`config.mk`:
```
export PLATFORM = sky130hd
export DESIGN_NAME = psr_mul_unit
export DESIGN_NICKNAME = d
export VERILOG_FILES = /design/src/core/booth_mul.v /design/src/core/psr_mul_unit.v /design/src/core/saved_status_bank.v
export VERILOG_INCLUDE_DIRS = /design/src /design/src/core
export SDC_FILE = /design/constraint.sdc
export NUM_CORES = 1
export LEC_CHECK = 0
export ABC_AREA = 1
export BUFFER_PORTS_ARGS = -buffer_cell sky130_fd_sc_hd__buf_2
export CAP_MARGIN = 20
export CORE_MARGIN = 2
export CORE_UTILIZATION = 49
export DETAILED_ROUTE_END_ITERATION = 12
export GPL_TIMING_DRIVEN = 0
export PLACE_DENSITY = 0.81
export RECOVER_POWER = 50
export SLEW_MARGIN = 10
export SYNTH_ARGS = -nofsm -noshare
export SYNTH_HDL_FRONTEND = slang
export SYNTH_SLANG_ARGS = --single-unit
```
`constraint.sdc`:
```
create_clock -name clk -period 4.25 [get_ports clk]
set_input_delay 0.85 -clock clk [delete_from_list [all_inputs] [get_ports clk]]
set_output_delay 0.85 -clock clk [all_outputs]
set_load 0.02 [all_outputs]
```
`src/core/psr_mul_consts.vh`:
```
// Purpose: shared constants of the status-transfer and multiply unit
// Assumes: 32-bit instruction word, status word bits laid out N Z C V at top
// Notes:   definitions only
`ifndef PSR_MUL_CONSTS_VH
`define PSR_MUL_CONSTS_VH

// status word layout
`define ST_RESET_VAL     32'h0000_00D3
`define ST_DEFINED_MASK  32'hF000_00DF
`define ST_FLAGS_MASK    32'hF000_0000
`define ST_ZERO          32'h0000_0000
`define ST_FLAGS         31:28
`define ST_MODE          4:0
`define ST_N             31
`define ST_Z             30
`define ST_C             29
`define ST_V             28

// mode encodings
`define MODE_USR         5'h10
`define MODE_FIQ         5'h11
`define MODE_IRQ         5'h12
`define MODE_SVC         5'h13
`define MODE_ABT         5'h17
`define MODE_UND         5'h1B

// saved status bank slots
`define BANK_FIQ         3'h0
`define BANK_IRQ         3'h1
`define BANK_SVC         3'h2
`define BANK_ABT         3'h3
`define BANK_UND         3'h4
`define BANK_WORDS       5

// instruction fields
`define F_COND           31:28
`define F_CLASS          27:26
`define F_PSR_OP         24:23
`define F_MUL_OP         27:22
`define F_MUL_TAG        7:4
`define F_RN             19:16
`define F_RD             15:12
`define F_RM             3:0
`define F_ACC_RN         15:12
`define F_MUL_RD         19:16
`define B_IMM            25
`define B_PSR_SEL        22
`define B_MSR            21
`define B_ACC            21
`define B_SFLAG          20
`define B_FULL           16
`define B_REGSHIFT       4
`define CLASS_DP         2'h0
`define PSR_OP_VAL       2'h2
`define MUL_OP_VAL       6'h00
`define MUL_TAG_VAL      4'h9
`define REG_PC           4'hF

// cycle type codes
`define CYC_NONE         2'h0
`define CYC_SEQ          2'h1
`define CYC_NONSEQ       2'h2
`define CYC_INT          2'h3

// multiply step bounds
`define MUL_MAX_STEPS    5'h10
`define MUL_CAP_BIT      29

`endif

```
`src/core/booth_mul.v`:
```
// Purpose: iterative 2-bit Booth multiply-accumulate, low 32 product bits
// Assumes: operands held stable by this module once started
// Notes:   step count follows the significant width of the multiplier
`timescale 1ns/1ns
`default_nettype none
`include "psr_mul_consts.vh"

module booth_mul #(
  parameter WIDTH = 32
) (
  // clock and reset
  input  wire             clk,
  input  wire             arst_n,
  // start with operands
  input  wire             start,
  input  wire [WIDTH-1:0] mcand,
  input  wire [WIDTH-1:0] mplier,
  input  wire [WIDTH-1:0] addend,
  // progress and result
  output reg              busy_q,
  output wire             last,
  output wire [WIDTH-1:0] sum_next
);

  reg [WIDTH-1:0] acc_q;
  reg [WIDTH-1:0] a_q;
  reg [WIDTH-1:0] b_q;
  reg             prev_q;
  reg [4:0]       cnt_q;

  // number of booth digits needed: 1 for 0/1, capped at 16
  function [4:0] steps_for;
    input [WIDTH-1:0] b;
    integer k;
    integer t;
    begin
      steps_for = 5'h01;
      for (k = 1; k < WIDTH; k = k + 1) begin
        t = k + 3;
        if (b[k]) begin
          steps_for = (k >= `MUL_CAP_BIT) ? `MUL_MAX_STEPS : t[5:1];
        end
      end
    end
  endfunction

  // partial product for one recoded digit
  function [WIDTH-1:0] booth_term;
    input [2:0]       sel;
    input [WIDTH-1:0] a;
    begin
      case (sel)
        3'h1, 3'h2: booth_term = a;
        3'h3:       booth_term = {a[WIDTH-2:0], 1'b0};
        3'h4:       booth_term = ~{a[WIDTH-2:0], 1'b0} + 1'b1;
        3'h5, 3'h6: booth_term = ~a + 1'b1;
        default:    booth_term = {WIDTH{1'b0}};
      endcase
    end
  endfunction

  assign sum_next = acc_q + booth_term({b_q[1:0], prev_q}, a_q);
  assign last     = busy_q && (cnt_q == 5'h01);

  always @(posedge clk or negedge arst_n) begin
    if (!arst_n) begin
      busy_q <= 1'b0;
      acc_q  <= {WIDTH{1'b0}};
      a_q    <= {WIDTH{1'b0}};
      b_q    <= {WIDTH{1'b0}};
      prev_q <= 1'b0;
      cnt_q  <= 5'h00;
    end else if (start) begin
      busy_q <= 1'b1;
      acc_q  <= addend;
      a_q    <= mcand;
      b_q    <= mplier;
      prev_q <= 1'b0;
      cnt_q  <= steps_for(mplier);
    end else if (busy_q) begin
      acc_q  <= sum_next;
      a_q    <= {a_q[WIDTH-3:0], 2'h0};
      b_q    <= {2'h0, b_q[WIDTH-1:2]};
      prev_q <= b_q[1];
      cnt_q  <= cnt_q - 5'h01;
      busy_q <= !last;
    end
  end

endmodule
`default_nettype wire

```
`src/core/psr_mul_unit.v`:
```
// Purpose: executes status transfers, multiplies and pc-writing data ops
// Assumes: register file, alu and shifter outside; operands come with instr
// Notes:   one instruction at a time; effects land at the done pulse, except pc writes and their status restore, which land cycles before it
`timescale 1ns/1ns
`default_nettype none
`include "psr_mul_consts.vh"

module psr_mul_unit (
  // clock and reset
  input  wire        clk,
  input  wire        arst_n,
  // instruction issue
  input  wire        instr_valid,
  input  wire [31:0] instr,
  output reg         instr_ready_q,
  // operand values read for this instruction
  input  wire [31:0] rm_value,
  input  wire [31:0] rs_value,
  input  wire [31:0] rn_value,
  input  wire [31:0] imm_value,
  input  wire [31:0] alu_result,
  // general register write
  output reg         rf_wr_en_q,
  output reg  [3:0]  rf_wr_idx_q,
  output reg  [31:0] rf_wr_data_q,
  // program counter write
  output reg         pc_wr_en_q,
  output reg  [31:0] pc_wr_data_q,
  // status and timing
  output reg  [31:0] current_status_word_q,
  output reg  [1:0]  cycle_type_q,
  output reg         instr_done_q
);

  localparam [2:0] ST_IDLE = 3'h0;
  localparam [2:0] ST_EXEC = 3'h1;
  localparam [2:0] ST_MUL  = 3'h2;
  localparam [2:0] ST_INT  = 3'h3;
  localparam [2:0] ST_PCN  = 3'h4;
  localparam [2:0] ST_PCS  = 3'h5;

  reg  [2:0]  state_q;
  reg  [31:0] instr_q;
  reg  [31:0] rm_q;
  reg  [31:0] rs_q;
  reg  [31:0] rn_q;
  reg  [31:0] imm_q;
  reg  [31:0] alu_q;
  reg         mul_set_flags_q;
  reg  [3:0]  mul_rd_q;
  reg  [31:0] cur_d;
  reg         bank_wr_en;
  reg  [31:0] status_src;
  reg  [31:0] status_mask;
  wire [31:0] saved_rd;
  wire        mul_busy;
  wire        mul_last;
  wire [31:0] mul_sum;

  // condition field test against current flags
  function cond_pass;
    input [3:0] c;
    input [3:0] f;
    reg n;
    reg z;
    reg cy;
    reg v;
    begin
      n  = f[3];
      z  = f[2];
      cy = f[1];
      v  = f[0];
      case (c)
        4'h0:    cond_pass = z;
        4'h1:    cond_pass = !z;
        4'h2:    cond_pass = cy;
        4'h3:    cond_pass = !cy;
        4'h4:    cond_pass = n;
        4'h5:    cond_pass = !n;
        4'h6:    cond_pass = v;
        4'h7:    cond_pass = !v;
        4'h8:    cond_pass = cy && !z;
        4'h9:    cond_pass = !cy || z;
        4'hA:    cond_pass = (n == v);
        4'hB:    cond_pass = (n != v);
        4'hC:    cond_pass = !z && (n == v);
        4'hD:    cond_pass = z || (n != v);
        4'hE:    cond_pass = 1'b1;
        default: cond_pass = 1'b0;
      endcase
    end
  endfunction

  // bank slot of a mode; user and unknown modes have none
  function [3:0] bank_of;
    input [4:0] mode;
    begin
      case (mode)
        `MODE_FIQ: bank_of = {1'b1, `BANK_FIQ};
        `MODE_IRQ: bank_of = {1'b1, `BANK_IRQ};
        `MODE_SVC: bank_of = {1'b1, `BANK_SVC};
        `MODE_ABT: bank_of = {1'b1, `BANK_ABT};
        `MODE_UND: bank_of = {1'b1, `BANK_UND};
        default:   bank_of = 4'h0;
      endcase
    end
  endfunction

  // replace masked defined bits, reserved bits forced to zero
  function [31:0] status_merge;
    input [31:0] old;
    input [31:0] src;
    input [31:0] mask;
    begin
      status_merge = ((old & ~mask) | (src & mask)) & `ST_DEFINED_MASK;
    end
  endfunction

  wire [3:0] bank_sel   = bank_of(current_status_word_q[`ST_MODE]);
  wire       have_saved = bank_sel[3];
  wire       user_mode  = current_status_word_q[`ST_MODE] == `MODE_USR;
  wire       cond_ok    = cond_pass(instr_q[`F_COND],
                                    current_status_word_q[`ST_FLAGS]);

  // decode of the held instruction
  wire is_dp   = instr_q[`F_CLASS] == `CLASS_DP;
  wire is_mul  = (instr_q[`F_MUL_OP] == `MUL_OP_VAL) &&
                 (instr_q[`F_MUL_TAG] == `MUL_TAG_VAL);
  wire is_psr  = is_dp && !is_mul &&
                 (instr_q[`F_PSR_OP] == `PSR_OP_VAL) &&
                 !instr_q[`B_SFLAG];
  wire is_msr  = is_psr && instr_q[`B_MSR];
  wire to_saved_status_word = instr_q[`B_PSR_SEL];
  wire is_pcw  = is_dp && !is_mul && !is_psr &&
                 (instr_q[`F_RD] == `REG_PC);
  wire reg_sh  = !instr_q[`B_IMM] && instr_q[`B_REGSHIFT];
  wire mul_go  = (state_q == ST_EXEC) && is_mul && cond_ok;

  // operand overlap: the destination overwrites the first multiplicand
  wire        rd_is_rm  = instr_q[`F_MUL_RD] == instr_q[`F_RM];
  wire [31:0] mul_cand  = rd_is_rm ? `ST_ZERO : rm_q;
  wire [31:0] mul_add   = instr_q[`B_ACC] ? rn_q : `ST_ZERO;

  saved_status_bank #(
    .WORDS(`BANK_WORDS)
  ) u_bank (
    .clk      (clk),
    .arst_n   (arst_n),
    .wr_en    (bank_wr_en),
    .wr_idx   (bank_sel[2:0]),
    .wr_data  (status_merge(saved_rd, status_src, status_mask)),
    .rd_idx   (bank_sel[2:0]),
    .rd_data_q(saved_rd)
  );

  // operands latched at start; an rd equal to rm still gives a zero multiplicand
  booth_mul #(
    .WIDTH(32)
  ) u_mul (
    .clk     (clk),
    .arst_n  (arst_n),
    .start   (mul_go),
    .mcand   (mul_cand),
    .mplier  (rs_q),
    .addend  (mul_add),
    .busy_q  (mul_busy),
    .last    (mul_last),
    .sum_next(mul_sum)
  );

  // status write source, mask and targets
  always @* begin
    status_src  = (instr_q[`B_IMM] && !instr_q[`B_FULL]) ? imm_q : rm_q;
    status_mask = `ST_DEFINED_MASK;
    if (!instr_q[`B_FULL]) begin
      status_mask = `ST_FLAGS_MASK;
    end else if (!to_saved_status_word && user_mode) begin
      status_mask = `ST_FLAGS_MASK;
    end
    cur_d      = current_status_word_q;
    bank_wr_en = 1'b0;
    if (state_q == ST_EXEC && cond_ok) begin
      if (is_msr && !to_saved_status_word) begin
        cur_d = status_merge(current_status_word_q, status_src,
                             status_mask);
      end else if (is_msr && to_saved_status_word) begin
        bank_wr_en = have_saved;
      end else if (is_pcw && instr_q[`B_SFLAG] && have_saved) begin
        cur_d = saved_rd & `ST_DEFINED_MASK;
      end
    end
    if (state_q == ST_MUL && mul_last && mul_set_flags_q) begin
      cur_d[`ST_N] = mul_sum[31];
      cur_d[`ST_Z] = (mul_sum == `ST_ZERO);
    end
  end

  always @(posedge clk or negedge arst_n) begin
    if (!arst_n) begin
      state_q               <= ST_IDLE;
      instr_q               <= `ST_ZERO;
      rm_q                  <= `ST_ZERO;
      rs_q                  <= `ST_ZERO;
      rn_q                  <= `ST_ZERO;
      imm_q                 <= `ST_ZERO;
      alu_q                 <= `ST_ZERO;
      mul_set_flags_q       <= 1'b0;
      mul_rd_q              <= 4'h0;
      instr_ready_q         <= 1'b1;
      rf_wr_en_q            <= 1'b0;
      rf_wr_idx_q           <= 4'h0;
      rf_wr_data_q          <= `ST_ZERO;
      pc_wr_en_q            <= 1'b0;
      pc_wr_data_q          <= `ST_ZERO;
      current_status_word_q <= `ST_RESET_VAL;
      cycle_type_q          <= `CYC_NONE;
      instr_done_q          <= 1'b0;
    end else begin
      current_status_word_q <= cur_d;
      rf_wr_en_q            <= 1'b0;
      pc_wr_en_q            <= 1'b0;
      instr_done_q          <= 1'b0;
      case (state_q)
        ST_IDLE: begin
          if (instr_valid) begin
            instr_q       <= instr;
            rm_q          <= rm_value;
            rs_q          <= rs_value;
            rn_q          <= rn_value;
            imm_q         <= imm_value;
            alu_q         <= alu_result;
            instr_ready_q <= 1'b0;
            cycle_type_q  <= `CYC_SEQ;
            state_q       <= ST_EXEC;
          end
        end
        ST_EXEC: begin
          if (mul_go) begin
            mul_set_flags_q <= instr_q[`B_SFLAG];
            mul_rd_q        <= instr_q[`F_MUL_RD];
            cycle_type_q    <= `CYC_INT;
            state_q         <= ST_MUL;
          end else if (is_pcw && cond_ok) begin
            pc_wr_en_q   <= 1'b1;
            pc_wr_data_q <= alu_q;
            if (reg_sh) begin
              cycle_type_q <= `CYC_INT;
              state_q      <= ST_INT;
            end else begin
              cycle_type_q <= `CYC_NONSEQ;
              state_q      <= ST_PCN;
            end
          end else begin
            if (is_psr && !is_msr && cond_ok) begin
              rf_wr_en_q   <= 1'b1;
              rf_wr_idx_q  <= instr_q[`F_RD];
              rf_wr_data_q <= to_saved_status_word ?
                              (have_saved ? saved_rd : `ST_ZERO) :
                              current_status_word_q;
            end
            instr_done_q  <= 1'b1;
            instr_ready_q <= 1'b1;
            cycle_type_q  <= `CYC_NONE;
            state_q       <= ST_IDLE;
          end
        end
        ST_MUL: begin
          if (mul_last || !mul_busy) begin
            rf_wr_en_q    <= 1'b1;
            rf_wr_idx_q   <= mul_rd_q;
            rf_wr_data_q  <= mul_sum;
            instr_done_q  <= 1'b1;
            instr_ready_q <= 1'b1;
            cycle_type_q  <= `CYC_NONE;
            state_q       <= ST_IDLE;
          end
        end
        ST_INT: begin
          cycle_type_q <= `CYC_NONSEQ;
          state_q      <= ST_PCN;
        end
        ST_PCN: begin
          cycle_type_q <= `CYC_SEQ;
          state_q      <= ST_PCS;
        end
        ST_PCS: begin
          instr_done_q  <= 1'b1;
          instr_ready_q <= 1'b1;
          cycle_type_q  <= `CYC_NONE;
          state_q       <= ST_IDLE;
        end
        default: begin
          instr_ready_q <= 1'b1;
          cycle_type_q  <= `CYC_NONE;
          state_q       <= ST_IDLE;
        end
      endcase
    end
  end

endmodule
`default_nettype wire

```
`src/core/saved_status_bank.v`:
```
// Purpose: banked saved status words, one per privileged exception mode
// Assumes: single clock, read data registered
// Notes:   reserved bits are never stored
`timescale 1ns/1ns
`default_nettype none
`include "psr_mul_consts.vh"

module saved_status_bank #(
  parameter WORDS = `BANK_WORDS
) (
  // clock and reset
  input  wire        clk,
  input  wire        arst_n,
  // write port
  input  wire        wr_en,
  input  wire [2:0]  wr_idx,
  input  wire [31:0] wr_data,
  // registered read port
  input  wire [2:0]  rd_idx,
  output reg  [31:0] rd_data_q
);

  reg [31:0] mem_q [0:WORDS-1];
  integer    i;

  always @(posedge clk or negedge arst_n) begin
    if (!arst_n) begin
      for (i = 0; i < WORDS; i = i + 1) begin
        mem_q[i] <= `ST_ZERO;
      end
      rd_data_q <= `ST_ZERO;
    end else begin
      if (wr_en) begin
        mem_q[wr_idx] <= wr_data & `ST_DEFINED_MASK;
      end
      rd_data_q <= mem_q[rd_idx];
    end
  end

endmodule
`default_nettype wire

```
==> Yosys cells after proc, flatten, opt, wreduce, memory -nomap -nowiden <==
Index checks and enable logic that the tools add are counted.
{ "op_classes": {"eq_ne": 45, "reduce_logical": 63, "n_mux": 105, "n_bitwise": 11, "add_sub_neg": 4, "order_cmp": 2} }
{ "op_table": {"columns": ["operator", "n"], "rows": [
  ["two-way mux 32 bit", 22],
  ["bitwise mux 160 bit", 1],
  ["one-hot mux 32 bit (4 select lines)", 1],
  ["AND 32 bit", 3],
  ["binary-select mux 32 bit (select 3 bit)", 1],
  ["demux 32 bit (select 3 bit)", 1],
  ["NOT 32 bit", 3],
  ["two-way mux 4 bit", 20],
  ["adder 32 x 1 -> 32 bit (second input constant)", 2],
  ["bitwise OR 32 bit", 2],
  ["one-hot mux 32 bit (2 select lines)", 1],
  ["two-way mux 3 bit", 13],
  ["equality test 4 bit (second input constant)", 9],
  ["adder 32 bit", 1],
  ["zero test 32 bit", 1],
  ["equality test 5 bit (second input constant)", 6],
  ["logical AND 1 bit", 26],
  ["two-way mux 5 bit", 5],
  ["two-way mux 1 bit", 21],
  ["one-hot mux 4 bit (5 select lines)", 1],
  ["two-way mux 2 bit", 9],
  ["equality test 4 x 3 -> 1 bit (second input constant)", 4],
  ["two-way mux 8 bit", 2],
  ["equality test 3 bit (second input constant)", 5],
  ["36 further kinds", 70]
]} }
{ "totals": {"ff_bits": 601, "output_inout_bits": 106, "wordCells": 261} }

==> Longest topological paths before layout <==
Gate-level depths: netlist (run 1).
{ "depth": {"ltp_word": 32, "mapped_depth": 30, "ltp_nobuf": 30} }

==> Modules after synthesis <==
A second synthesis (run 1) with hierarchy kept.
{ "hier_totals": {"cells_unflattened": 2753, "area_unflattened_um2": 22927.0} }
{ "modules_own_cells": {"columns": ["module", "area_each_um2", "cells_per_inst", "instances"], "rows": [
  ["psr_mul_unit", 11961.5, 1299, 1],
  ["booth_mul", 8030.2, 1107, 1],
  ["saved_status_bank", 2935.3, 347, 1]
]} }

==> Worst setup path before layout (run 1) <==
OpenSTA, ideal clock, no wires.
{ "synth_timing": {"kind": "flip-flop to flip-flop", "from": "register u_mul.a_q[1]", "to": "register current_status_word_q[30]", "synth_period_minus_slack_ns": 3.562, "slack_ns": 0.688, "stages_incl_launch_ff": 31, "t_arrival_ns": 3.485, "required_ns": 4.173, "path_buffers": 0, "cell_sequence": "dfrtp_1 > inv_1 > ha_1 > inv_1 > nor3_4 > nand2_1 > nor2_1 > nand2_1 > nor2_1 > nand2_1 > nor2_2 > nand2_1 > xor2_1 > o22ai_1 > a21oi_1 > o21ai_0 > ha_1 > nand2_1 > nor2_1 > inv_1 > nor2_1 > o21ai_0 > nand3_1 > nand2_1 > nand2_1 > inv_1 > nand3_1 > nand2_1 > nor2_1 > nand4_1 > a21oi_1"} }
{ "synth_between": {"elab_chain_cells": 6, "elab_cells_between_ends": 8, "classes_between": "add/sub: 3; mux: 2; bitwise: 2; reduce/logical: 1"} }
{ "synth_lines": {"columns": ["element", "line_no", "source"], "rows": [
  ["start: declaration", "booth_mul.v:26", "reg [WIDTH-1:0] a_q;"],
  ["start signal: assignment", "booth_mul.v:69", "a_q <= {WIDTH{1'b0}};"],
  ["start signal: assignment", "booth_mul.v:76", "a_q <= mcand;"],
  ["start signal: assignment", "booth_mul.v:82", "a_q <= {a_q[WIDTH-3:0], 2'h0};"],
  ["NOT 32 bit, on equally long branches", "booth_mul.v:56, booth_mul.v:55", null],
  ["adder 32 x 1 -> 32 bit, on equally long branches", "booth_mul.v:56, booth_mul.v:55", null],
  ["one-hot mux 32 bit (4 select lines) (*)", "booth_mul.v:52", "case (sel)"],
  ["adder 32 bit (*)", "booth_mul.v:62", "assign sum_next = acc_q + booth_term({b_q[1:0], prev_q}, a_q);"],
  ["zero test 32 bit (no line) (*)", null, null],
  ["two-way mux 2 bit (*)", "psr_mul_unit.v:192", "if (state_q == ST_MUL && mul_last && mul_set_flags_q) begin"],
  ["end signal: assignment", "psr_mul_unit.v:215", "current_status_word_q <= `ST_RESET_VAL;"],
  ["end signal: assignment", "psr_mul_unit.v:219", "current_status_word_q <= cur_d;"],
  ["end: declaration", "psr_mul_unit.v:30", "output reg [31:0] current_status_word_q,"]
]} }
Every way passes the cells marked *; elsewhere a longest branch is shown, timed or not.
A chain may end at the register's enable or synchronous reset.

==> Worst setup path in the final report (run 1) <==
{ "layout_timing": {"from": "register u_mul.a_q[0]", "to": "register current_status_word_q[30]"} }
Same word-level chain as after synthesis.

==> flow_metrics.tcl, run 1 <==
set metrics [dict create \
    synth_edf_count 0 \
    ys_warn_count 0 \
    rsz0062_at_grt "yes" \
    finalPower_w 0.0132 \
    min_path_type "input port to flop" \
    routed_wl_um 70000 \
    drc 0 \
    drt_iter0_drc 1874 \
    period_needed_ns 4.37 \
    r2r_cells 24 \
    ios 301 \
    placementRows 76 \
    yosysTopAreaCellShare 0.489 \
    multi_input_area_sq_um 10200 \
    ant_nets 0 \
    drive_gt1_frac 0.242 \
    failed_checks "max-capacitance violations, max-slew violations, negative setup slack" \
    worst_skew_pair.late_latency_ns 0.61 \
    clock_sinks 429 \
    crit_type "flop to flop" \
    cts_root_buffer "clkbuf_16" \
    fmax_ghz 0.229 \
    synth_cells 2526 \
    core_area_sq_um 43400 \
    m1WireLength_um 28400 \
    fin_util 0.611 \
    cp-start-kind "flop" \
    synth_area_sq_um 21600 \
    r2r-start "u_mul.a_q[0]$_DFFE_PN0P_" \
    p_per_area_nw_per_um2 499 \
    grt_max_degree 119 \
    cts_buffers 44 \
    hold_viol 0 \
    antenna_found_initial 1 \
    synth_top_cell_by_area "dfrtp_1" \
    synthAdderAreaFrac 0.0206 \
    p_leak_nw 12.9 \
    synth.distinct_cells 55 \
    die-height_um 214 \
    r2r_setup_slack_ns -0.12 \
    hold_start "instr[1]" \
    final_nets 3144 \
    ys.flop_type "dfrtp_1" \
    rr_endpoint "current_status_word_q[30]$_DFFE_PN0P_" \
    synth_xor_area_frac 0.0166 \
    fin_setup_tns_ns -0.117 \
    portBuffers 254 \
    htree_levels 2 \
    chipWidth_um 214 \
    ys_async_sr_fraction 1.00 \
    syn_area_per_cell_sq_um 8.57 \
    cap_viol_max_count 2 \
    grt_usage 0.298 \
    start_util 0.499 \
    hold_slack_ns 0.466 \
    grt_pass1_vias 19496 \
    synth.area.mux_share 0.0535 \
    wl_met2_um 33300 \
    yosysSeqAreaShare 0.497 \
    clockBufferDepth 3 \
    cp.required_ns 4.77 \
    run_status "finished with violations" \
    synth_seq_cells 429 \
    yosys.area_share.simple 0.191 \
    grt_pass1_wl_um 108000 \
    gp_congestion 0.954 \
    ys_top_cells_by_area "dfrtp_1, nand2_1, mux2_2" \
    cts_tree "done" \
    top_layer "met5" \
    die_area_sq_um 45900 \
    drt-pass1-iter-count 6 \
    setup_ws_ns -0.117 \
    seqCellArea_sq_um 10700 \
    area_growth_pct 22.4 \
    synth_top_family_by_area "simple AND/OR/NAND/NOR gates" \
    period_share 1.03 \
    vias 19839 \
    viasPerCell 5.62 \
    clk_pin_slew_ns 0.06 \
    hold_end "instr_q[1]$_DFFE_PN0P_" \
    cp_max_fo 5 \
    hold_depth 2 \
    wire_per_inst_um 19.8 \
    hpwl_um 52200 \
    fillers 3752 \
    worst_setup_path_end_kind "flop" \
    skew_ns 0.0387 \
    setup_viol 1 \
    pre_cts_slack_ns -0.835 \
    maxSlewViolCount 138 \
    vdd_drop_max_mv 0.413 \
    worst_slew_pin_slew_ns 1.88 \
    arrival_ns 4.89 \
    synth_compound_area_frac 0.146 \
    grt_overflow 0 \
    maxSlewHeadroom -0.251 \
    dr_wl_met3_um 4960 \
]
[worst max path at each step]
stage | from | to | slack [ns] | cells past startpoint
2_1_floorplan | u_mul.a_q[1]$_DFFE_PN0P_ | current_status_word_q[30]$_DFFE_PN0P_ | 0.69 | 30
3_3_place_gp | arst_n | u_bank.mem_q[6]$_DFFE_PN0P_ | -5.89 | 1
3_5_place_dp | u_mul.a_q[1]$_DFFE_PN0P_ | current_status_word_q[30]$_DFFE_PN0P_ | -0.84 | 30
4_1_cts | u_mul.a_q[1]$_DFFE_PN0P_ | current_status_word_q[30]$_DFFE_PN0P_ | -0.005 | 27
5_1_grt | u_mul.a_q[0]$_DFFE_PN0P_ | current_status_word_q[30]$_DFFE_PN0P_ | -0.19 | 28
6_report | u_mul.a_q[0]$_DFFE_PN0P_ | current_status_word_q[30]$_DFFE_PN0P_ | -0.12 | 24
[critical path: stages, from the launching register on]
cell       delay [ns]
dfrtp_1          0.40
inv_2            0.11
buf_6            0.12
nand3_4          0.09
nor3_4           0.15
nand3_2          0.10
inv_2            0.08
nand3_4          0.09
nor3b_4          0.28
buf_4            0.16
buf_4            0.10
nand2_2          0.06
xor2_1           0.15
nand2_1          0.10
o2111ai_4        0.17
ha_4             0.31
a21oi_1          0.22
o21ai_1          0.18
a21oi_1          0.20
nand3_1          0.15
xor2_2           0.20
nand4_1          0.19
nor2_1           0.19
nand4_1          0.26
a21oi_1          0.20
[routing by layer]
layer	GRT usage	up-vias
met2	0.498	880
met3	0.0441	185
li1	-	9127
met1	0.387	9645
met4	0.134	2
met5	0	-
[sequential cells by signal, indices dropped and copies added, names as in the netlist, 3 cells and up]
name and cells:
alu_q 32, current_status_word_q 11, imm_q 11, instr_q 28, mul_rd_q 4, pc_wr_data_q 32
rf_wr_data_q 32, rf_wr_idx_q 4, rm_q 32, rn_q 32, rs_q 32, state_q 3
u_bank.mem_q 55, u_bank.rd_data_q 11, u_mul.a_q 32, u_mul.acc_q 32, u_mul.b_q 32, u_mul.cnt_q 5
[logic make-up (layout without fill, tap and decap cells)]
logic type,Yosys count,in the layout
xor gates and xnor gates,41,41
DFF,429,429
adders and majority gates,35,35
AOI/OAI and AO/OA,519,519
buffers and inverters,398,796
muxes,103,103
and+or+nand+nor,1000,1000
other,1,22
[cell type report]
class / count / area share
flip-flops and latches: 429 / 0.406
multi-input cells: 1719 / 0.384
repair buffers: 323 / 0.0665
clock buffers: 67 / 0.0486
inverters: 275 / 0.0391
well taps: 585 / 0.0276
plain buffers: 122 / 0.0237
clock inverters: 9 / 0.00486
diodes: 1 / 0.0000945
[metrics by stage]
| step | area (sq um) | cells |
|---|---|---|
| after floorplan | 21700 | 2546 |
| after global placement | 23700 | 3385 |
| after detailed placement | 23800 | 3389 |
| after CTS | 26000 | 3512 |
| after global routing | 26500 | 3529 |
| final | 26500 | 3530 |
[report_power, final]
group	total, W	switching [W]	leakage [nW]	internal [W]
sequential	0.00575	0.000683	5.52	0.00507
combinational	0.00362	0.00225	6.66	0.00137
clock	0.00385	0.00169	0.683	0.00216
total	0.0132	0.00462	12.9	0.00860
[layout by cell type, fill, tap and decap left out, types with 20 or more instances in the layout]
cell type,instances
nand2_1,577
dfrtp_1,422
inv_1,259
buf_2,256
nor2_1,205
o21ai_0,123
a21oi_1,106
mux2_2,101
clkbuf_1,100
buf_4,86
o21ai_1,76
nand3_1,70
clkbuf_16,44
o211ai_1,43
o221ai_1,43
nand2_2,32
xor2_1,28
a22oi_1,26
nor2_2,22
nand4_1,22
conb_1,21
o22ai_1,20
[synthesized netlist by cell type (10+ instances only)]
library cell,number
mux2_2,101
o211ai_1,43
xor2_1,35
clkbuf_1,54
nand2_1,609
nand3_1,81
buf_4,23
nand3b_1,10
nor2_1,231
a22oi_1,26
nand4_1,22
dfrtp_1,423
nor3_1,17
o221ai_1,44
o22ai_1,21
o21ai_1,59
a22o_1,12
a21oi_1,121
ha_1,34
o21ai_0,148
buf_2,44
inv_1,268
[timing repair]
| action | in CTS | in global routing |
|---|---|---|
| resized for setup | 108 | 119 |
| setup endpoints to repair | 23 | 13 |
| hold buffers | 0 | 0 |
| setup buffers | 48 | 17 |
| pin swaps | 57 | 73 |
No activity file was read; power rests on OpenSTA's default activity.
==> run 2: changes to the inputs <==
Settings changed: PLACE_DENSITY 0.81 to 0.8, SYNTH_HIERARCHICAL from default to 1.
==> run 2 against run 1 <==
Against the previous run:
- the run now ends clean
- register-to-register slack gained 0.22 ns
- global-route usage is 0.22 points lower
- critical path depth shrank 3
- routed wire length up 2.9%
- final cell count rose by 6.7%
- count of clock-buffer cells in the layout grew 2
- critical endpoint unchanged
- combinational power is 46% higher
- worst hold slack got worse by 0.066 ns
==> flow_metrics.tcl, run 2 <==
set metrics [dict create \
    grt_pass1_vias 20179 \
    core_area_sq_um 46400 \
    portBuffers 254 \
    final_common_cell "nand2_1" \
    cts_tree "done" \
    critical_path.max_stage_delay_ns 0.44 \
    synth_top_family_by_area "simple AND/OR/NAND/NOR gates" \
    synthAdderAreaFrac 0.0194 \
    grt_max_degree 113 \
    cp-start-kind "flop" \
    clk_pin_slew_ns 0.07 \
    grt_overflow 0 \
    maxSlewHeadroom 0.00215 \
    ys_top_cells_by_area "dfrtp_1, nand2_1, mux2_2" \
    ys_warn_count 6 \
    yosysSeqAreaShare 0.469 \
    hpwl_um 54300 \
    wire_per_inst_um 19.2 \
    arrival_ns 4.68 \
    min_path_type "input port to async pin" \
    ant_nets 0 \
    placementRows 79 \
    clock_sinks 429 \
    synth_most_common_cell "nand2_1" \
    vias 20841 \
    path_buf_inv 2 \
    synth.area.mux_share 0.0501 \
    setup_viol 0 \
    final_cell_mix "nand2_1, dfrtp_1, inv_1" \
    clockBufferDepth 3 \
    cp.required_ns 4.77 \
    fillers 4095 \
    gp_congestion 1.00 \
    r2r_cells 21 \
    cp_max_fo 6 \
    synth_area_sq_um 22900 \
    synth_edf_count 0 \
    fmax_ghz 0.241 \
    period_share 0.977 \
    maxSlewViolCount 0 \
    skew_ns 0.0272 \
    cp_cell_sequence "inv_2 > nand2_1 > nor2_1 > or3b_4 > xor2_1 > inv_1 > nand2_1 > o2111ai_2 > ha_4 > nand2_4 > nor4_2 > nand2_1 > nand3_1 > a21oi_2 > or2_0 > and2_1 > nor3_1 > nand3_1 > nor3_2 > nand4_1 > nand3_1" \
    max_flop_register "u_bank/mem_q" \
    vdd_drop_max_mv 0.481 \
    syn_area_per_cell_sq_um 8.33 \
    period_needed_ns 4.15 \
    drt-pass1-iter-count 6 \
    p_per_area_nw_per_um2 574 \
    grt_usage 0.296 \
    hold_slack_ns 0.400 \
    synth.distinct_cells 70 \
    p_leak_nw 13.6 \
    die-height_um 220 \
    drive_gt1_frac 0.205 \
    synth_top_cell_by_area "dfrtp_1" \
    chipWidth_um 220 \
    worst_skew_pair.late_latency_ns 0.59 \
    routed_wl_um 72100 \
    yosys.area_share.simple 0.219 \
    htree_levels 2 \
    ys_async_sr_fraction 1.00 \
    die_area_sq_um 48500 \
    path_depth 21 \
    path_delay_family "simple AND/OR/NAND/NOR gates" \
    start_util 0.495 \
    cts_buffers 45 \
    ys.flop_type "dfrtp_1" \
    synth_seq_cells 429 \
    worst_slew_pin_slew_ns 1.50 \
    drc 0 \
    yosys-top-cells-count "nand2_1, dfrtp_1, inv_1" \
    crit_slowest_cell "dfrtp_1" \
    drt_iter0_drc 2095 \
    synth_cells 2753 \
    largest_reg_flops 55 \
    area_growth_pct 18.6 \
    cts_root_buffer "clkbuf_16" \
    cap_viol_max_count 0 \
    antenna_found_initial 7 \
    final_nets 3350 \
    fin_util 0.587 \
    synth_xor_area_frac 0.0209 \
    run_status "completed" \
    viasPerCell 5.54 \
    grt_pass1_wl_um 111000 \
    synth_compound_area_frac 0.134 \
    crit_type "flop to flop" \
    yosysTopAreaCellShare 0.462 \
    hold_viol 0 \
    ios 301 \
    worst_setup_path_end_kind "flop" \
]
-- run 2: changes by cell type after synthesis, sizes merged, moves of 13 or more --
cell    change
a21oi      +29
a22oi      +19
buf        +34
inv        +23
nand2      +63
nand3      +64
nor2       +35
o211ai     -20
o21ai      -33
o221ai     -13
o22ai      -14
-- run 2: power breakdown --
part / switching [W] / total [W] / internal [W]
clock network: 0.00171 / 0.00429 / 0.00258
logic: 0.00343 / 0.00529 / 0.00186
registers: 0.000764 / 0.00602 / 0.00526
total: 0.00591 / 0.0156 / 0.00970
-- run 2: metrics by stage --
stage | TNS, ns | worst slack (ns) | instance area (sq um) | power [W] | instances
floorplan | 0 | 0.728 | 23100 | 0.00946 | 2793
global placement | -2620.58 | -6.21 | 25100 | 0.0111 | 3654
detailed placement | -0.140 | -0.140 | 25200 | 0.0113 | 3659
CTS | 0 | 0.0206 | 26900 | 0.0156 | 3744
global route | -0.189 | -0.184 | 27200 | 0.0165 | 3763
finish | 0 | 0.0978 | 27200 | 0.0156 | 3765
-- run 2: cell families (layout without fill, tap and decap cells) --
| group | Yosys count | after routing |
|---|---|---|
| AO/OA/AOI/OAI | 488 | 488 |
| XOR/XNOR | 53 | 53 |
| adder cells (fa/ha/maj) | 35 | 35 |
| buffers and inverters | 464 | 827 |
| flip-flops | 429 | 429 |
| multiplexers | 102 | 102 |
| other | 2 | 44 |
| AND/OR/NAND/NOR | 1180 | 1180 |
-- run 2: final cells by class --
cell class / count / area, sq um / area share
inverter: 301 / 1130 / 0.0417
clock buffer: 69 / 1320 / 0.0484
buffer: 162 / 876 / 0.0322
antenna: 2 / 5.00 / 0.000184
multi-input combinational: 1900 / 10600 / 0.391
timing repair buffer: 281 / 1430 / 0.0525
tap: 607 / 759 / 0.0279
clock inverter: 14 / 294 / 0.0108
sequential: 429 / 10700 / 0.395
-- run 2: path summary, 6_finish.rpt --
path	slack [ns]	endpoint	start
max in group asynchronous	1.17	instr_ready_q$_DFFE_PN1P_	arst_n
max reg2reg	0.1	current_status_word_q[30]$_DFFE_PN0P_	u_mul/a_q[11]$_DFFE_PN0P_
min reg2reg	0.48	u_mul/b_q[20]$_DFFE_PN0P_	u_mul/b_q[22]$_DFFE_PN0P_
min	0.40	rm_q[20]$_DFFE_PN0P_	arst_n
min in group clk	0.48	u_mul/b_q[20]$_DFFE_PN0P_	u_mul/b_q[22]$_DFFE_PN0P_
max	0.1	current_status_word_q[30]$_DFFE_PN0P_	u_mul/a_q[11]$_DFFE_PN0P_
-- run 2: timing repair --
action / CTS / global route
cloned: 0 / 0
pin swaps: 2 / 29
hold buffers: 0 / 0
endpoints found under the hold margin: 0 / 0
endpoints found under the setup margin: 1 / 10
setup buffers: 2 / 20
resized for setup: 5 / 91
-- run 2: routing by layer --
| layer | up-vias | track usage | wire, um |
|---|---|---|---|
| li1 | 9715 | - | - |
| met1 | 9944 | 0.370 | 28300 |
| met2 | 955 | 0.490 | 34000 |
| met3 | 223 | 0.0564 | 5640 |
| met4 | 4 | 0.153 | 4100 |
| met5 | - | 0 | 25 |
-- run 2: worst reg2reg max path, delay by kind of cell, from the launching register on --
| kind | cells | cell delay [ns] |
|---|---|---|
| AOI/OAI and AO/OA | 2 | 0.33 |
| xor gates and xnor gates | 1 | 0.20 |
| adders and majority gates | 1 | 0.39 |
| buffers and inverters | 2 | 0.24 |
| DFF | 1 | 0.44 |
| and+or+nand+nor | 15 | 2.51 |
==> run 3: changes to the inputs <==
Settings changed: CTS_BUF_LIST from default to sky130_fd_sc_hd__clkbuf_8.
==> run 3 against run 2 <==
Against the previous run:
- the flow now finishes with violations (max-capacitance violations, max-slew violations)
- clock skew grew 0.025 ns
- count of clock-buffer cells in the layout is 21 higher
- global-route usage increased by 0.15 points
- fmax rose by 0.23%
- critical path depth rose by 2
- combinational power about the same
- die area stayed put
- power shrank 2.1%
- core utilization grew 0.17 points
- worst hold slack worse by 0.0044 ns
==> flow_metrics.tcl, run 3 (synthesis gave the netlist of run 2 again) <==
set metrics [dict create \
    run_status "finished with violations" \
    failed_checks "max-capacitance violations, max-slew violations" \
    drive_gt1_frac 0.218 \
    ios 301 \
    power.share.clock 0.260 \
    fin_setup_tns_ns 0 \
    p_seq_frac 0.394 \
    routed_wl_um 72200 \
    gp_congestion 1.00 \
    max_flop_register "u_bank/mem_q" \
    drc 0 \
    p_leak_nw 13.8 \
    die-height_um 220 \
    cts_tree "done" \
    grt_pass1_wl_um 111000 \
    cp_max_fo 3 \
    wire_per_inst_um 18.9 \
    drt_iter0_drc 1945 \
    arrival_ns 4.75 \
    worst_skew_pair.late_latency_ns 0.69 \
    ant_nets 0 \
    fmax_ghz 0.241 \
    vdd_drop_max_mv 0.492 \
    portBuffers 254 \
    clock_sinks 429 \
    combPwrFrac 0.346 \
    cts_buffers 74 \
    cap_viol_max_count 1 \
    power.internal_w 0.00931 \
    cp_cell_sequence "inv_2 > ha_4 > nand2_2 > or3b_4 > xor2_1 > inv_1 > nand2_1 > o2111ai_4 > ha_4 > buf_4 > nand2_1 > inv_1 > nand2_1 > nor3_4 > nand3_2 > nand3_2 > a21oi_2 > xnor2_2 > inv_1 > nand4_1 > nor4_4 > nand4_1 > nand3_1" \
    cp-start-kind "flop" \
    grt_usage 0.298 \
    vias 21025 \
    swShare 0.390 \
    period_share 0.975 \
    setup_ws_ns 0.107 \
    hold_viol 0 \
    skew_ns 0.0523 \
    placementRows 79 \
    clockBufferDepth 3 \
    die_area_sq_um 48500 \
    final_nets 3387 \
    crit_type "flop to flop" \
    hpwl_um 54300 \
    clk_pin_slew_ns 0.06 \
    final_cell_area_sq_um 27300 \
    crit_slowest_cell "or3b_4" \
    antenna_found_initial 6 \
    chipWidth_um 220 \
    grt_pass1_vias 20322 \
    area_growth_pct 19.0 \
    viasPerCell 5.50 \
    period_needed_ns 4.14 \
    critical_path.max_stage_delay_ns 0.44 \
    cp.required_ns 4.86 \
    cts_hold_buf 0 \
    worst_setup_path_end_kind "flop" \
    setup_viol 0 \
    final_common_cell "nand2_1" \
    core_area_sq_um 46400 \
    start_util 0.495 \
    grt_max_degree 113 \
    finalPower_w 0.0153 \
    largest_reg_flops 55 \
    place_area_sq_um 25200 \
    worst_slew_pin_slew_ns 2.74 \
    maxSlewHeadroom -0.829 \
    p_per_area_nw_per_um2 560 \
    pre_cts_slack_ns -0.140 \
    htree_levels 3 \
    min_path_type "input port to flop" \
    drt-pass1-iter-count 6 \
    final_cell_mix "nand2_1, dfrtp_1, inv_1" \
    maxSlewViolCount 104 \
    grt_overflow 0 \
    switching_power_w 0.00596 \
    cts_root_buffer "clkbuf_8" \
]
run 3: repair_timing:
action	in CTS	in global routing
pin swaps	2	42
gates cloned	0	0
setup endpoints to repair	1	11
resized for setup	4	95
buffers inserted	3	27
run 3: final timing paths:
path / startpoint / end / slack [ns] / cells after the start
worst max-delay path: u_mul/a_q[0]$_DFFE_PN0P_ / current_status_word_q[30]$_DFFE_PN0P_ / 0.11 / 23
max in group asynchronous: arst_n / instr_ready_q$_DFFE_PN1P_ / 0.72 / 5
worst min register to register: u_mul/b_q[22]$_DFFE_PN0P_ / u_mul/b_q[20]$_DFFE_PN0P_ / 0.48 / 2
min in group asynchronous: arst_n / rm_q[20]$_DFFE_PN0P_ / 1.09 / 2
worst max register to register: u_mul/a_q[0]$_DFFE_PN0P_ / current_status_word_q[30]$_DFFE_PN0P_ / 0.11 / 23
worst min-delay path: rn_value[8] / rn_q[8]$_DFFE_PN0P_ / 0.40 / 2
run 3: routing by layer:
layer	wire length (um)	vias up	track usage	share of wire
li1	-	9798	-	-
met1	28200	10029	0.370	0.39
met2	34200	961	0.489	0.47
met3	5810	233	0.0657	0.080
met4	4020	4	0.151	0.056
met5	27	-	0	0.00037
run 3: worst max-delay path: cells and delay by family (launching register included):
kind,cells,cell delay (ns)
AO/OA/AOI/OAI,2,0.23
buffers and inverters,5,0.51
XOR/XNOR,2,0.34
AND/OR/NAND/NOR,12,2.12
adder cells (fa/ha/maj),2,0.46
flip-flops,1,0.39
run 3: metrics by stage:
step	cells	util	hold slack, ns
2_1_floorplan	2793	-	0.436
3_3_place_gp	3654	0.542	0.458
3_5_place_dp	3659	0.544	0.466
4_1_cts	3793	0.579	0.195
5_1_grt	3819	0.588	0.378
6_report	3823	0.588	0.396
run 3: layout make-up:
| type | instances | area, sq um |
|---|---|---|
| Clock buffer | 90 | 1240 |
| Antenna cell | 4 | 10.0 |
| Inverter | 301 | 1140 |
| Buffer | 162 | 880 |
| Multi-Input combinational cell | 1900 | 10700 |
| Sequential cell | 429 | 10700 |
| Fill cell | 4086 | 19100 |
| Timing Repair Buffer | 289 | 1500 |
| Clock inverter | 41 | 319 |
| Tap cell | 607 | 759 |
run 3: power groups by stage:
stage,logic (W),clock network [W],registers [W]
2_1_floorplan,0.00326,0,0.00621
3_3_place_gp,0.00510,0,0.00602
6_report,0.00528,0.00397,0.00602
3_5_place_dp,0.00526,0,0.00605
4_1_cts,0.00529,0.00402,0.00600
5_1_grt,0.00582,0.00422,0.00614
